[src/rtl/actr_pkg.sv]
// Constants, address map and types for the converter core trim register bank
package actr_pkg;

  // Register port geometry (byte-wide, byte-addressed)
  localparam int             ADDR_W      = 12;
  localparam int             DATA_W      = 8;
  localparam int             REG_W       = 16;
  localparam int             OFFSET_W    = 12;
  localparam int             TIMING_W    = 8;
  localparam int             NUM_TRIM    = 6;

  // Printed byte addresses; a 16-bit register also owns the next byte up
  localparam logic [11:0]    ADDR_CORE_B_TIMING_SINGLE_2ND = 12'h31B;
  localparam logic [11:0]    ADDR_CORE_A_OFFSET_DUAL_1ST   = 12'h344;
  localparam logic [11:0]    ADDR_CORE_A_OFFSET_DUAL_2ND   = 12'h346;
  localparam logic [11:0]    ADDR_CORE_A_OFFSET_SINGLE_1ST = 12'h348;
  localparam logic [11:0]    ADDR_CORE_A_OFFSET_SINGLE_2ND = 12'h34A;
  localparam logic [11:0]    ADDR_CORE_B_OFFSET_1ST        = 12'h34C;
  localparam logic [11:0]    ADDR_HI_BYTE                  = 12'h001;

  // Bank index of each register, also its fuse storage word address
  localparam logic [2:0]     IDX_B_TIM    = 3'h0;
  localparam logic [2:0]     IDX_A_DUAL1  = 3'h1;
  localparam logic [2:0]     IDX_A_DUAL2  = 3'h2;
  localparam logic [2:0]     IDX_A_SING1  = 3'h3;
  localparam logic [2:0]     IDX_A_SING2  = 3'h4;
  localparam logic [2:0]     IDX_B_FIRST  = 3'h5;
  localparam logic [2:0]     IDX_LAST     = 3'h5;

  localparam logic [11:0]    TRIM_ADDR [NUM_TRIM] = '{
    ADDR_CORE_B_TIMING_SINGLE_2ND, ADDR_CORE_A_OFFSET_DUAL_1ST,
    ADDR_CORE_A_OFFSET_DUAL_2ND, ADDR_CORE_A_OFFSET_SINGLE_1ST,
    ADDR_CORE_A_OFFSET_SINGLE_2ND, ADDR_CORE_B_OFFSET_1ST};

  // Field layout and reset values
  localparam logic [15:0]    RESET_VAL    = 16'h0000;
  localparam logic [15:0]    TIMING_MASK  = 16'h00FF;
  localparam logic [15:0]    OFFSET_MASK  = 16'h0FFF;
  localparam logic [15:0]    FULL_MASK    = 16'hFFFF;
  localparam int             RSVD_MSB     = 15;
  localparam int             RSVD_LSB     = 12;
  localparam logic [7:0]     RD_UNMAPPED  = 8'h00;

  // Fuse load sequencer
  typedef enum logic [1:0] {
    LD_RUN  = 2'b00,
    LD_WAIT = 2'b01,
    LD_DONE = 2'b10
  } actr_ld_state_t;

endpackage

[src/rtl/actr_top.sv]
// Core timing and offset trim register bank with mode-driven trim selection
// How it works
// - Core B timing trim used only in single mode, calibration on, second input
// - Dual-mode first-input offset goes to core A when calibration is on
// - Dual-mode second-input offset goes to core A when calibration is on
// - Single-mode first-input offset goes to core A when calibration is on
// - Single-mode core A second input on 90-degree phase uses its own offset register
// - Offset registers are 16 bits, value 11:0, spare bits writable, reset zero
// - After reset every trim register loads its factory default from fuses
// - Core B first-input offset register holds core B correction, resets zero
// - Core B first-input offset used in both modes while calibration is on
// - Host may read back and overwrite every trim value
`timescale 1ns/100ps
module actr_top
  import actr_pkg::*;
(
  // Clock and reset
  input  wire logic                ref_clk,
  input  wire logic                rst_n,
  // Register port
  input  wire logic                reg_wr,
  input  wire logic                reg_rd,
  input  wire logic [ADDR_W-1:0]   reg_addr,
  input  wire logic [DATA_W-1:0]   reg_wdata,
  output logic      [DATA_W-1:0]   reg_rdata,
  output logic                     load_busy,
  // Fuse storage, read data one cycle after the address
  output logic      [2:0]          fuse_addr,
  input  wire logic [REG_W-1:0]    fuse_rdata,
  // Operating mode
  input  wire logic                single_mode,
  input  wire logic                fg_cal_en,
  input  wire logic                core_a_second_input,
  input  wire logic                core_b_second_input,
  input  wire logic                core_a_phase90,
  // Trims to the cores
  output logic                     core_a_offset_on,
  output logic      [OFFSET_W-1:0] core_a_offset,
  output logic                     core_b_offset_on,
  output logic      [OFFSET_W-1:0] core_b_offset,
  output logic                     core_b_timing_on,
  output logic      [TIMING_W-1:0] core_b_timing_trim
);

  actr_ld_state_t    ld_state_q;
  logic [2:0]        ld_idx_q;
  logic              cap_v_q;
  logic [2:0]        cap_idx_q;
  logic [15:0]       trim_q [NUM_TRIM];
  logic [NUM_TRIM-1:0] wr_lo;
  logic [NUM_TRIM-1:0] wr_hi;
  logic [NUM_TRIM-1:0] ld_en;
  logic              wr_ok;
  logic [7:0]        rdata_d;
  logic [7:0]        rdata_q;
  logic              a_dual1;
  logic              a_dual2;
  logic              a_sing1;
  logic              a_sing2;
  logic              a_apply;
  logic [15:0]       a_val;
  logic              b_apply;
  logic              t_apply;

  // Fuse load sequencer: one word per cycle, the port is busy until done
  always_ff @(posedge ref_clk or negedge rst_n)
  begin
    if (!rst_n)
    begin
      ld_state_q <= LD_RUN;
      ld_idx_q   <= 3'h0;
    end
    else
    begin
      case (ld_state_q)
        LD_RUN:
        begin
          ld_idx_q <= ld_idx_q + 3'h1;
          if (ld_idx_q == IDX_LAST)
            ld_state_q <= LD_WAIT;
        end
        LD_WAIT:
          ld_state_q <= LD_DONE;
        LD_DONE:
          ld_state_q <= LD_DONE;
        default:
          ld_state_q <= LD_RUN;
      endcase
    end
  end

  // Capture strobe follows the address by one cycle, matching fuse latency
  always_ff @(posedge ref_clk or negedge rst_n)
  begin
    if (!rst_n)
    begin
      cap_v_q   <= 1'b0;
      cap_idx_q <= 3'h0;
    end
    else
    begin
      cap_v_q   <= (ld_state_q == LD_RUN);
      cap_idx_q <= ld_idx_q;
    end
  end

  assign fuse_addr = ld_idx_q;
  assign load_busy = (ld_state_q != LD_DONE);
  assign wr_ok     = reg_wr & ~load_busy;

  // Register bank
  genvar g;
  generate
    for (g = 0; g < NUM_TRIM; g++)
    begin : g_trim
      localparam logic [15:0] WMASK = (g == 0) ? TIMING_MASK : FULL_MASK;
      localparam logic [15:0] FMASK = (g == 0) ? TIMING_MASK : OFFSET_MASK;
      assign ld_en[g] = cap_v_q & (cap_idx_q == 3'(g));
      assign wr_lo[g] = wr_ok & (reg_addr == TRIM_ADDR[g]);
      assign wr_hi[g] = wr_ok & (g != 0) & (reg_addr == TRIM_ADDR[g] + ADDR_HI_BYTE);
      actr_trim_reg #(
        .WR_MASK   (WMASK),
        .FUSE_MASK (FMASK)
      ) u_reg (
        .ref_clk  (ref_clk),
        .rst_n    (rst_n),
        .load_en  (ld_en[g]),
        .load_val (fuse_rdata),
        .wr_lo    (wr_lo[g]),
        .wr_hi    (wr_hi[g]),
        .wr_data  (reg_wdata),
        .val_q    (trim_q[g])
      );
    end
  endgenerate

  // Read-back; unmapped bytes read zero
  always_comb
  begin
    rdata_d = RD_UNMAPPED;
    for (int i = 0; i < NUM_TRIM; i++)
    begin
      if (reg_addr == TRIM_ADDR[i])
        rdata_d = trim_q[i][7:0];
      else if ((i != 0) && (reg_addr == TRIM_ADDR[i] + ADDR_HI_BYTE))
        rdata_d = trim_q[i][15:8];
    end
  end

  always_ff @(posedge ref_clk or negedge rst_n)
  begin
    if (!rst_n)
      rdata_q <= RD_UNMAPPED;
    else if (reg_rd)
      rdata_q <= rdata_d;
  end

  assign reg_rdata = rdata_q;

  // Core A offset choice; dual mode takes the second input before phase 90
  assign a_dual1 = ~single_mode & ~core_a_second_input;
  assign a_dual2 = ~single_mode & core_a_second_input;
  assign a_sing1 = single_mode & ~core_a_second_input;
  assign a_sing2 = single_mode & core_a_second_input & core_a_phase90;
  assign a_apply = fg_cal_en & (a_dual1 | a_dual2 | a_sing1 | a_sing2);

  always_comb
  begin
    a_val = 16'h0000;
    if (a_dual1)
      a_val = trim_q[IDX_A_DUAL1];
    else if (a_dual2)
      a_val = trim_q[IDX_A_DUAL2];
    else if (a_sing1)
      a_val = trim_q[IDX_A_SING1];
    else if (a_sing2)
      a_val = trim_q[IDX_A_SING2];
  end

  // Core B second-input offset is outside this bank, so it gets none here
  assign b_apply = fg_cal_en & ~core_b_second_input;
  assign t_apply = fg_cal_en & single_mode & core_b_second_input;

  actr_apply #(.W(OFFSET_W)) u_core_a_off (
    .ref_clk (ref_clk),
    .rst_n   (rst_n),
    .apply   (a_apply),
    .val     (a_val[OFFSET_W-1:0]),
    .on_q    (core_a_offset_on),
    .val_q   (core_a_offset)
  );

  actr_apply #(.W(OFFSET_W)) u_core_b_off (
    .ref_clk (ref_clk),
    .rst_n   (rst_n),
    .apply   (b_apply),
    .val     (trim_q[IDX_B_FIRST][OFFSET_W-1:0]),
    .on_q    (core_b_offset_on),
    .val_q   (core_b_offset)
  );

  actr_apply #(.W(TIMING_W)) u_core_b_tim (
    .ref_clk (ref_clk),
    .rst_n   (rst_n),
    .apply   (t_apply),
    .val     (trim_q[IDX_B_TIM][TIMING_W-1:0]),
    .on_q    (core_b_timing_on),
    .val_q   (core_b_timing_trim)
  );
endmodule

[src/rtl/actr_trim_reg.sv]
// One trim register: reset to zero, fuse default load, host byte writes
`timescale 1ns/100ps
module actr_trim_reg
  import actr_pkg::*;
#(
  parameter logic [15:0] WR_MASK   = 16'hFFFF,
  parameter logic [15:0] FUSE_MASK = 16'hFFFF
)
(
  // Clock and reset
  input  wire logic        ref_clk,
  input  wire logic        rst_n,
  // Fuse default load
  input  wire logic        load_en,
  input  wire logic [15:0] load_val,
  // Host byte writes
  input  wire logic        wr_lo,
  input  wire logic        wr_hi,
  input  wire logic [7:0]  wr_data,
  // Stored value
  output logic      [15:0] val_q
);

  logic [15:0] val_d;

  always_comb
  begin
    val_d = val_q;
    if (wr_lo)
      val_d[7:0] = wr_data;
    if (wr_hi)
      val_d[15:8] = wr_data;
    val_d = val_d & WR_MASK;
  end

  // Load wins: the host port is closed while the sequencer runs anyway
  always_ff @(posedge ref_clk or negedge rst_n)
  begin
    if (!rst_n)
      val_q <= RESET_VAL;
    else if (load_en)
      val_q <= load_val & FUSE_MASK;
    else
      val_q <= val_d;
  end

endmodule

[src/rtl/actr_apply.sv]
// Registered gate that passes a trim value to a core only when it applies
`timescale 1ns/100ps
module actr_apply
  import actr_pkg::*;
#(
  parameter int W = 12
)
(
  // Clock and reset
  input  wire logic         ref_clk,
  input  wire logic         rst_n,
  // Selected value
  input  wire logic         apply,
  input  wire logic [W-1:0] val,
  // To the core
  output logic              on_q,
  output logic      [W-1:0] val_q
);

  always_ff @(posedge ref_clk or negedge rst_n)
  begin
    if (!rst_n)
    begin
      on_q  <= 1'b0;
      val_q <= '0;
    end
    else
    begin
      on_q  <= apply;
      val_q <= apply ? val : '0;
    end
  end

endmodule

[config.mk]
export PLATFORM = sky130hd
export DESIGN_NAME = actr_top
export DESIGN_NICKNAME = d
export VERILOG_FILES = /design/src/rtl/actr_pkg.sv /design/src/rtl/actr_top.sv /design/src/rtl/actr_trim_reg.sv /design/src/rtl/actr_apply.sv
export SDC_FILE = /design/constraint.sdc
export NUM_CORES = 1
export LEC_CHECK = 0
export BUFFER_PORTS_ARGS = -buffer_cell sky130_fd_sc_hd__buf_2
export CAP_MARGIN = 40
export CORE_MARGIN = 1.5
export CORE_UTILIZATION = 35
export CTS_CLUSTER_SIZE = 10
export DETAILED_ROUTE_END_ITERATION = 8
export SLEW_MARGIN = 15
export SYNTH_ARGS = -nofsm -noshare
export SYNTH_HDL_FRONTEND = slang
export SYNTH_SLANG_ARGS = --single-unit
export TNS_END_PERCENT = 100
[constraint.sdc]
create_clock -name ref_clk -period 4.1 [get_ports ref_clk]
set_clock_uncertainty 0.05 [all_clocks]
set_input_delay 0.82 -clock ref_clk [delete_from_list [all_inputs] [get_ports ref_clk]]
set_output_delay 0.82 -clock ref_clk [all_outputs]
set_load 0.005 [all_outputs]
==> results_dict.tcl, run 1 <==
set metrics [dict create \
    outcome "finished, final reports clean" \
    grt_setup_unrepaired "false" \
    routed_wl_um 22610 \
    seqPwrFrac 0.431 \
    post_dp_cell_area_um2 8049 \
    yosysWarnings 0 \
    die_w_um 147.6 \
    min_period_ns 2.854 \
    cts_sinks 140 \
    period_share 0.6961 \
    setup_tns_ns 0 \
    hold_class "in2async" \
    ios 92 \
    drv_cap 0 \
    grt.overflow.total 0 \
    worstMarginPinSlew_ns 0.9160 \
    vias_per_cell 5.452 \
    synth_area_leaders "dfrtp_1 (48%), mux2i_1 (12%), o21ai_0 (5.1%)" \
    start_kind "input pin" \
    postCtsHoldBufs 0 \
    drt_iter0_markers 557 \
    n_fill_cell 1970 \
    area_growth_syn_to_layout_pct 18.46 \
    crit_arrival_ns 3.11 \
    fmaxAchievable_mhz 350.4 \
    core_area_um2 20360 \
    synth_edf_count 0 \
    clkTransAtPathRegs_ns 0.06 \
    synthArstFlopShare 1.000 \
    grt_max_degree 70 \
    setup_violations 0 \
    final_cell_area_um2 8671 \
    synth_area_per_cell_um2 9.878 \
    gp_congestion 0.9137 \
    synth_ff_type "dfrtp_1" \
    synth_top_cell_area_share 0.4786 \
    hpwl_um 16290 \
    drive_gt1_frac 0.1908 \
    finalHoldViolCount 0 \
    grtUsageTotal 0.2176 \
    start_util 0.3594 \
    combinationalPowerShare 0.086 \
    ys_ff_latch 140 \
    die_h_um 147.6 \
    clock_latency_ns 0.43 \
    die-area_um2 21790 \
    root_buffer "clkbuf_16" \
    post_cts_buffers 0 \
    synth_top_cell_by_area "dfrtp_1" \
    netlist_area_um2 7320 \
    power_leakage_nw 3.708 \
    power_frac_clock 0.483 \
    num_vias 5959 \
    drc 0 \
    synth_cells 741 \
    h-tree-depth 4 \
    end_kind "flip-flop" \
    synth_nets 790 \
    numPortBuffers 87 \
    p_int_mw 2.563 \
    sw_frac_of_total 0.2534 \
    ys_types 59 \
    worst_ir_drop_vdd_mv 0.3027 \
    final_nets 859 \
    grt_pass1_vias 5779 \
    grt_pass1_wl_um 35250 \
    drt-pass1-iter-count 8 \
    rows 52 \
    antenna_found_initial 0 \
    avgRoutedWirePerCell_um 20.68 \
    ctsResizeCount 0 \
    cts_buffers 17 \
    synth-seq-area-share 0.4786 \
    slew_violations 0 \
    r2r_slack_ns 1.42 \
    crit_required_ns 4.36 \
    diodes 0 \
    p_per_area_nw_per_um2 395.9 \
    critPathKind "in2reg" \
    cp_max_fo 12 \
    drtAntennaViolNets 0 \
    cts_tree "built" \
    max_slew_margin 0.3880 \
    clockBufferDepth 2 \
    switching_power_mw 0.8701 \
]
-- Yosys cell counts (2+ instances only) --
cell type,number
or3_1,3
o21ai_0,75
buf_2,10
a211oi_1,20
and3_1,3
nand2b_1,16
o211ai_1,3
and2_1,21
a22oi_1,6
nor3_1,12
clkbuf_1,36
a32oi_1,6
nor4_4,3
o221ai_1,5
buf_6,2
nor2_1,36
buf_1,4
a311oi_1,4
dfrtp_1,140
nor2_8,4
nor3b_1,2
nand2_1,90
a21o_1,2
nand3b_1,4
inv_1,8
mux2_2,7
nor2b_1,31
a21oi_1,24
nor4_1,2
o21ai_1,13
a221o_1,2
ha_1,4
o31ai_1,2
or2_2,2
a41oi_1,2
nand3_1,10
a31oi_1,7
o22ai_1,9
mux2i_1,91
-- layout by cell type, fill, tap and decap left out, drive strengths merged, types with 5 or more instances in the layout --
cell	count
dfrtp	140
buf	104
mux2i	91
nand2	91
o21ai	88
nor2	41
nor2b	31
a21oi	24
and2	22
a211oi	20
clkbuf	19
nand2b	16
nor3	13
inv	12
nand3	11
o22ai	9
a31oi	7
mux2	7
a32oi	6
a22oi	6
o221ai	5
nor4	5
-- layer usage --
layer,vias to the layer above,wire length (um),global-route usage
met3,25,1734,0.05278
li1,2775,-,-
met1,2906,10250,0.3100
met4,0,377,0.06600
met5,-,0,0
met2,253,10240,0.3264
-- metrics by stage --
step | util | setup WS [ns] | hold WS [ns] | power, mW | cells
2_1_floorplan | - | 1.599 | 0.3677 | 1.637 | 741
3_3_place_gp | 0.3922 | 0.8150 | 0.3793 | 1.789 | 1058
3_5_place_dp | 0.3952 | 0.7961 | 0.3833 | 1.797 | 1061
4_1_cts | 0.4258 | 1.232 | 0.2325 | 3.455 | 1093
5_1_grt | 0.4258 | 1.085 | 0.2424 | 3.552 | 1093
6_report | 0.4258 | 1.246 | 0.2236 | 3.433 | 1093
-- kinds of logic after synthesis --
| family | after synthesis | share of synthesized area |
|---|---|---|
| buffers and inverters | 62 | 0.03624 |
| muxes | 99 | 0.1383 |
| AOI/OAI and AO/OA | 186 | 0.1542 |
| xor gates and xnor gates | 2 | 0.002394 |
| and+or+nand+nor | 248 | 0.1834 |
| DFF | 140 | 0.4786 |
| adders and majority gates | 4 | 0.006838 |
-- critical path, stage by stage --
cell and delay (ns):
buf_2 0.09, nor2_1 0.32, nand3_2 0.36, or3_1 0.70, or2_1 0.51, mux2i_1 0.24
o21ai_1 0.07
-- power by group through the flow --
stage                     registers (mW)  clock network, mW  logic (mW)
after global routing                1.48               1.74       0.325
after global placement              1.50                  0       0.285
after floorplan                     1.49                  0       0.149
final                               1.48               1.66       0.295
after detailed placement            1.50                  0       0.294
after CTS                           1.48               1.68       0.294
-- cell type report --
class                   instances  area [um2]  share of cell area
clock buffers                  19       432.9             0.04993
clock inverters                13       188.9             0.02179
inverters                       8       30.03            0.003463
multi-input cells             539        3556              0.4101
flip-flops and latches        140        3503              0.4040
well taps                     270       337.8             0.03896
repair buffers                104       621.8             0.07172
-- sequential cells by signal, summed over array words and instances, names as in the netlist --
signal and cells:
cap_idx_q 3, u_core_a_off.val_q 12, reg_rdata 8, u_core_a_off.on_q 1, fuse_addr 3, u_core_b_off.val_q 12, g_trim.u_reg.val_q 88, u_core_b_off.on_q 1
u_core_b_tim.val_q 8, u_core_b_tim.on_q 1, cap_v_q 1, ld_state_q 2
-- final timing paths --
check                              start                        to  cells after the start
max in group asynchronous          rst_n  g_trim[0].u_reg.val_q[0]                      2
hold reg to reg             fuse_addr[1]              cap_idx_q[1]                      0
hold / removal                     rst_n     u_core_a_off.val_q[8]                      1
min in group ref_clk        fuse_addr[1]              cap_idx_q[1]                      0
setup / recovery             reg_addr[5]  g_trim[1].u_reg.val_q[5]                      7
setup reg to reg           ld_state_q[0]  g_trim[1].u_reg.val_q[5]                      7
(Power assumes the default switching activity.)
==> inputs of run 2 (changes only) <==
Clock period 4.1 ns to 2.8 ns, I/O delays scaled along.
==> run 2 against run 1 <==
Against the previous run: largest power group unchanged; sequential share of layout area fell by 0.38 points; worst hold slack got worse by 0.20 ns; largest cell class unchanged; setup slack worse by 0.62 ns; via count down 0.18%; global-route usage is 0.17 points lower; count of clock-buffer cells in the layout up 1; flip-flop and latch count stayed put; power grew 42%; register-to-register slack worse by 0.79 ns; non-clock buffer count rose by 21; cell area grew 0.94%; clock power is 36% higher.
==> results_dict.tcl, run 2 (synthesis gave the netlist of run 1 again) <==
set metrics [dict create \
    ctsResizeCount 0 \
    path_cells "inv_1 > ha_1 > nand2_2 > or4_1 > mux2i_1 > o21ai_0" \
    switching_power_mw 1.231 \
    post_cts_buffers 0 \
    grt_max_degree 61 \
    cts_tree "built" \
    rows 52 \
    period_share 0.7753 \
    worstMarginPinSlew_ns 0.7468 \
    finalHoldViolCount 0 \
    start_kind "flip-flop" \
    critPathKind "reg2reg" \
    postCtsHoldBufs 0 \
    drive_gt1_frac 0.2123 \
    final_nets 880 \
    cts_buffers 17 \
    area_growth_syn_to_layout_pct 19.57 \
    crit_required_ns 3.05 \
    n_fill_cell 1933 \
    worst_ir_drop_vdd_mv 0.4421 \
    clockBufferDepth 2 \
    largestRegisters "g_trim.u_reg.val_q: 88 flops, u_core_a_off.val_q: 12 flops, u_core_b_off.val_q: 12 flops" \
    min_period_ns 2.171 \
    p_per_area_nw_per_um2 555.4 \
    seqPwrFrac 0.446 \
    die_h_um 147.6 \
    grt_pass1_vias 5764 \
    combinationalPowerShare 0.090 \
    vias_per_cell 5.344 \
    cts_sinks 140 \
    setup_tns_ns 0 \
    end_kind "flip-flop" \
    grt_pass1_wl_um 35020 \
    drtAntennaViolNets 0 \
    numPortBuffers 87 \
    routed_wl_um 22610 \
    p_int_mw 3.630 \
    clkTransAtPathRegs_ns 0.06 \
    sw_frac_of_total 0.2532 \
    avgRoutedWirePerCell_um 20.31 \
    outcome "finished, final reports clean" \
    dp_cells 1082 \
    grtUsageTotal 0.2159 \
    drc 0 \
    largest_reg_flops 88 \
    drt_iter0_markers 522 \
    r2r_start "ld_state_q[0]" \
    cp_max_fo 8 \
    cp.buffers_inverters 1 \
    largest-register "g_trim.u_reg.val_q" \
    cpMaxStageDelayCell "or4_1" \
    num_vias 5948 \
    crit_path_start "ld_state_q[0]" \
    core_area_um2 20360 \
    drv_cap 0 \
    grt.overflow.total 0 \
    final_common_cell "dfrtp_1" \
    power_frac_clock 0.465 \
    crit_arrival_ns 2.42 \
    setup_violations 0 \
    root_buffer "clkbuf_16" \
    layout_common_cells "dfrtp_1 (140), mux2i_1 (91), nand2_1 (90)" \
    slew_violations 0 \
    fmaxAchievable_mhz 460.7 \
    cpLargestDelayFamily "simple AND/OR/NAND/NOR gates" \
    drt-pass1-iter-count 5 \
    gp_congestion 0.9357 \
    hpwl_um 16600 \
    grt_setup_unrepaired "false" \
    final_cells 1113 \
    power_leakage_nw 3.777 \
    antenna_found_initial 1 \
    max_stage_delay_ns 0.82 \
    r2r_slack_ns 0.63 \
    diodes 0 \
    start_util 0.3594 \
    h-tree-depth 4 \
    ios 92 \
    hold_class "in2async" \
    max_slew_margin 0.4958 \
    clock_latency_ns 0.44 \
    die_w_um 147.6 \
    die-area_um2 21790 \
]
run 2: final timing paths:
path	depth (start not counted)	end
setup / recovery	6	g_trim[3].u_reg.val_q[0]
hold / removal	1	g_trim[1].u_reg.val_q[7]
setup reg to reg	6	g_trim[3].u_reg.val_q[0]
hold reg to reg	0	cap_idx_q[1]
max in group asynchronous	2	g_trim[5].u_reg.val_q[12]
min in group ref_clk	3	g_trim[5].u_reg.val_q[8]
run 2: layout make-up:
cell class	instances	area, um2	area share
clock buffer	20	466.7	0.05332
inverter	8	30.03	0.003431
multi-input combinational	539	3556	0.4063
tap	270	337.8	0.03860
clock inverter	11	118.9	0.01358
timing repair buffer	125	739.5	0.08449
sequential	140	3503	0.4003
run 2: worst register-to-register path, stage by stage (launching register included):
cell	delay, ns
dfrtp_1	0.36
inv_1	0.10
ha_1	0.24
nand2_2	0.10
or4_1	0.82
mux2i_1	0.26
o21ai_0	0.11
run 2: layer usage:
layer  wire, um  vias up  global-route usage
met1      10490     2885              0.3078
met2      10080      208              0.3250
met4        530        2             0.07650
met3       1495       40             0.04383
met5         13        -                   0
li1           -     2813                   -
run 2: stage by stage:
stage / hold WS, ns / setup slack [ns] / utilization / area (um2) / power [mW]
4_1_cts: 0.05018 / 0.6337 / 0.4298 / 8752 / 4.892
3_5_place_dp: 0.3789 / 0.2476 / 0.4010 / 8167 / 2.638
3_3_place_gp: 0.3799 / 0.2609 / 0.4010 / 8167 / 2.632
2_1_floorplan: 0.2144 / 0.5595 / - / 7320 / 2.397
5_1_grt: 0.06552 / 0.5355 / 0.4298 / 8752 / 5.028
6_report: 0.02811 / 0.6292 / 0.4298 / 8752 / 4.861
run 2: power by group through the flow:
| stage | sequential [mW] | clock, mW | combinational, mW |
|---|---|---|---|
| final | 2.17 | 2.26 | 0.436 |
| after global routing | 2.17 | 2.37 | 0.481 |
| after CTS | 2.17 | 2.29 | 0.438 |
| after detailed placement | 2.20 | 0 | 0.437 |
| after global placement | 2.20 | 0 | 0.431 |
| after floorplan | 2.18 | 0 | 0.218 |
==> inputs of run 3 (changes only) <==
Settings changed: ABC_AREA from default to 1.
Clock period 2.8 ns to 1.9 ns, I/O delays scaled along.
==> run 3 against run 2 <==
Against the previous run: fmax increased by 25%; worst hold slack better by 0.065 ns; via count is 11% higher; combinational power grew 39%; largest power group unchanged; count of clock-buffer cells in the layout grew 1; synthesized area fell by 5.7%; setup slack worse by 0.47 ns; power increased by 50%.
==> results_dict.tcl, run 3 <==
set metrics [dict create \
    outcome "finished, final reports clean" \
    p_per_area_nw_per_um2 815.0 \
    grt_pass1_vias 6383 \
    max_slew_margin 0.5943 \
    synth_area_per_cell_um2 8.295 \
    vias_per_cell 5.169 \
    power_leakage_nw 4.545 \
    synth_area_leaders "dfrtp_1 (51%), nand2_1 (14%), inv_1 (4.7%)" \
    grtUsageTotal 0.2242 \
    dp_cells 1242 \
    grt_max_degree 48 \
    synthArstFlopShare 1.000 \
    timing.rr.end "g_trim[1].u_reg.val_q[14]" \
    synth_top_cell_area_share 0.5076 \
    area_growth_syn_to_layout_pct 29.66 \
    r2r_start "ld_state_q[0]" \
    largest_reg_flops 88 \
    drive_gt1_frac 0.2465 \
    antenna_found_initial 1 \
    root_buffer "clkbuf_16" \
    hold_class "in2reg" \
    grt_setup_unrepaired "false" \
    start_kind "flip-flop" \
    grt.overflow.total 0 \
    period_share 0.9138 \
    post_dp_cell_area_um2 8255 \
    final_nets 1050 \
    cp_max_fo 8 \
    crit_required_ns 2.16 \
    largestRegisters "g_trim.u_reg.val_q: 88 flops, u_core_a_off.val_q: 12 flops, u_core_b_off.val_q: 12 flops" \
    fin_util 0.4613 \
    min_period_ns 1.736 \
    drtAntennaViolNets 0 \
    ys_types 43 \
    ios 92 \
    cts_sinks 140 \
    routed_wl_um 21990 \
    cts_tree "built" \
    start_util 0.3558 \
    layout_common_cells "nand2_1 (258), dfrtp_1 (140), buf_2 (86)" \
    clockBufferDepth 2 \
    avgRoutedWirePerCell_um 17.20 \
    hpwl_um 17240 \
    setup_tns_ns 0 \
    hold_path_end "u_core_b_off.on_q" \
    numPortBuffers 87 \
    holdCritStartpoint "core_b_second_input" \
    largest-register "g_trim.u_reg.val_q" \
    clkTransAtPathRegs_ns 0.06 \
    drt-pass1-iter-count 7 \
    finalHoldViolCount 0 \
    yosysWarnings 0 \
    synth_edf_count 0 \
    num_vias 6611 \
    synth_ff_type "dfrtp_1" \
    gp_congestion 0.9041 \
    drc 0 \
    h-tree-depth 4 \
    whs_ns 0.09269 \
    r2r_slack_ns 0.16 \
    rr_worst_depth 10 \
    crit_arrival_ns 1.99 \
    worst_ir_drop_vdd_mv 0.6643 \
    diodes 0 \
    slew_violations 0 \
    finalPower_mw 7.293 \
    netlist_area_um2 6902 \
    synth_top_cell_by_area "dfrtp_1" \
    clock_latency_ns 0.43 \
    synth_common_cells "nand2_1 (261), dfrtp_1 (140), inv_1 (87)" \
    synth-seq-area-share 0.5076 \
    final_cell_area_um2 8949 \
    die_w_um 143.4 \
    cts_buffers 17 \
    end_kind "flip-flop" \
    yosysMostFrequentCell "nand2_1" \
    place_ws_ns -0.2145 \
    synth_cells 832 \
    holdPathStages 2 \
    synth_nets 881 \
    critPathKind "reg2reg" \
    setup_ws_ns 0.1637 \
    drt_iter0_markers 633 \
    drv_cap 0 \
    die-area_um2 20570 \
    setup_violations 0 \
    grt_pass1_wl_um 34310 \
    worstMarginPinSlew_ns 0.6038 \
    rows 51 \
    final_cells 1279 \
    fmaxAchievable_mhz 575.9 \
    die_h_um 143.4 \
    core_area_um2 19400 \
    ys_ff_latch 140 \
    final_common_cell "nand2_1" \
]
## run 3: worst max-delay path, stage by stage, from the launching register on
cell	delay, ns
dfrtp_1	0.38
inv_2	0.08
ha_4	0.15
nand2_4	0.06
inv_4	0.07
buf_12	0.12
nand4_1	0.14
nand2_2	0.18
clkinvlp_4	0.20
nand2_1	0.10
o21ai_0	0.08
## run 3: layout make-up
cell class | instances | area, um2
Tap cell | 265 | 331.6
Multi-Input combinational cell | 569 | 2943
Clock buffer | 21 | 450.4
Timing Repair inverter | 1 | 7.507
Sequential cell | 140 | 3503
Inverter | 99 | 380.4
Clock inverter | 11 | 167.7
Fill cell | 1942 | 10450
Timing Repair Buffer | 173 | 1165
## run 3: cells by family after synthesis
kind of cell / after synthesis / synth area share
simple gates: 417 / 0.2663
buf+inv: 123 / 0.07016
flops: 140 / 0.5076
xor+xnor: 2 / 0.002539
compound gates: 146 / 0.1461
fa+ha+maj: 4 / 0.007252
## run 3: per-layer routing
metal / up-vias / GRT usage / wire length, um
met1: 3176 / 0.2911 / 9280
li1: 3127 / - / -
met2: 261 / 0.3649 / 10500
met4: 2 / 0.09721 / 638
met5: - / 0 / 12
met3: 45 / 0.04265 / 1565
## run 3: worst max path at each step
stage                  start                   endpoint  slack, ns  depth (start not counted)
4_1_cts        ld_state_q[0]   g_trim[4].u_reg.val_q[1]       0.01                         11
6_report       ld_state_q[0]  g_trim[1].u_reg.val_q[14]       0.16                         10
5_1_grt         cap_idx_q[2]  g_trim[3].u_reg.val_q[12]       0.03                          8
2_1_floorplan   reg_addr[11]  g_trim[5].u_reg.val_q[10]       0.22                          9
3_3_place_gp    reg_addr[11]               reg_rdata[4]      -0.15                         12
3_5_place_dp     reg_addr[9]  g_trim[2].u_reg.val_q[13]      -0.21                          9
## run 3: power by group
group | internal (mW) | switching, mW | leakage (nW) | total [mW]
clock network | 2.22 | 1.29 | 0.285 | 3.52
logic | 0.233 | 0.372 | 2.51 | 0.605
registers | 3.09 | 0.0750 | 1.75 | 3.17
total | 5.55 | 1.74 | 4.54 | 7.29
## run 3: timing repair
action                                 4_1_cts  5_1_grt
endpoints found under the hold margin       41        0
resized for setup                            1       11
pin swaps                                    0        2
hold buffers                                 1        0
gates cloned                                 0        1
buffers inserted                             0        3
setup endpoints to repair                    8       48
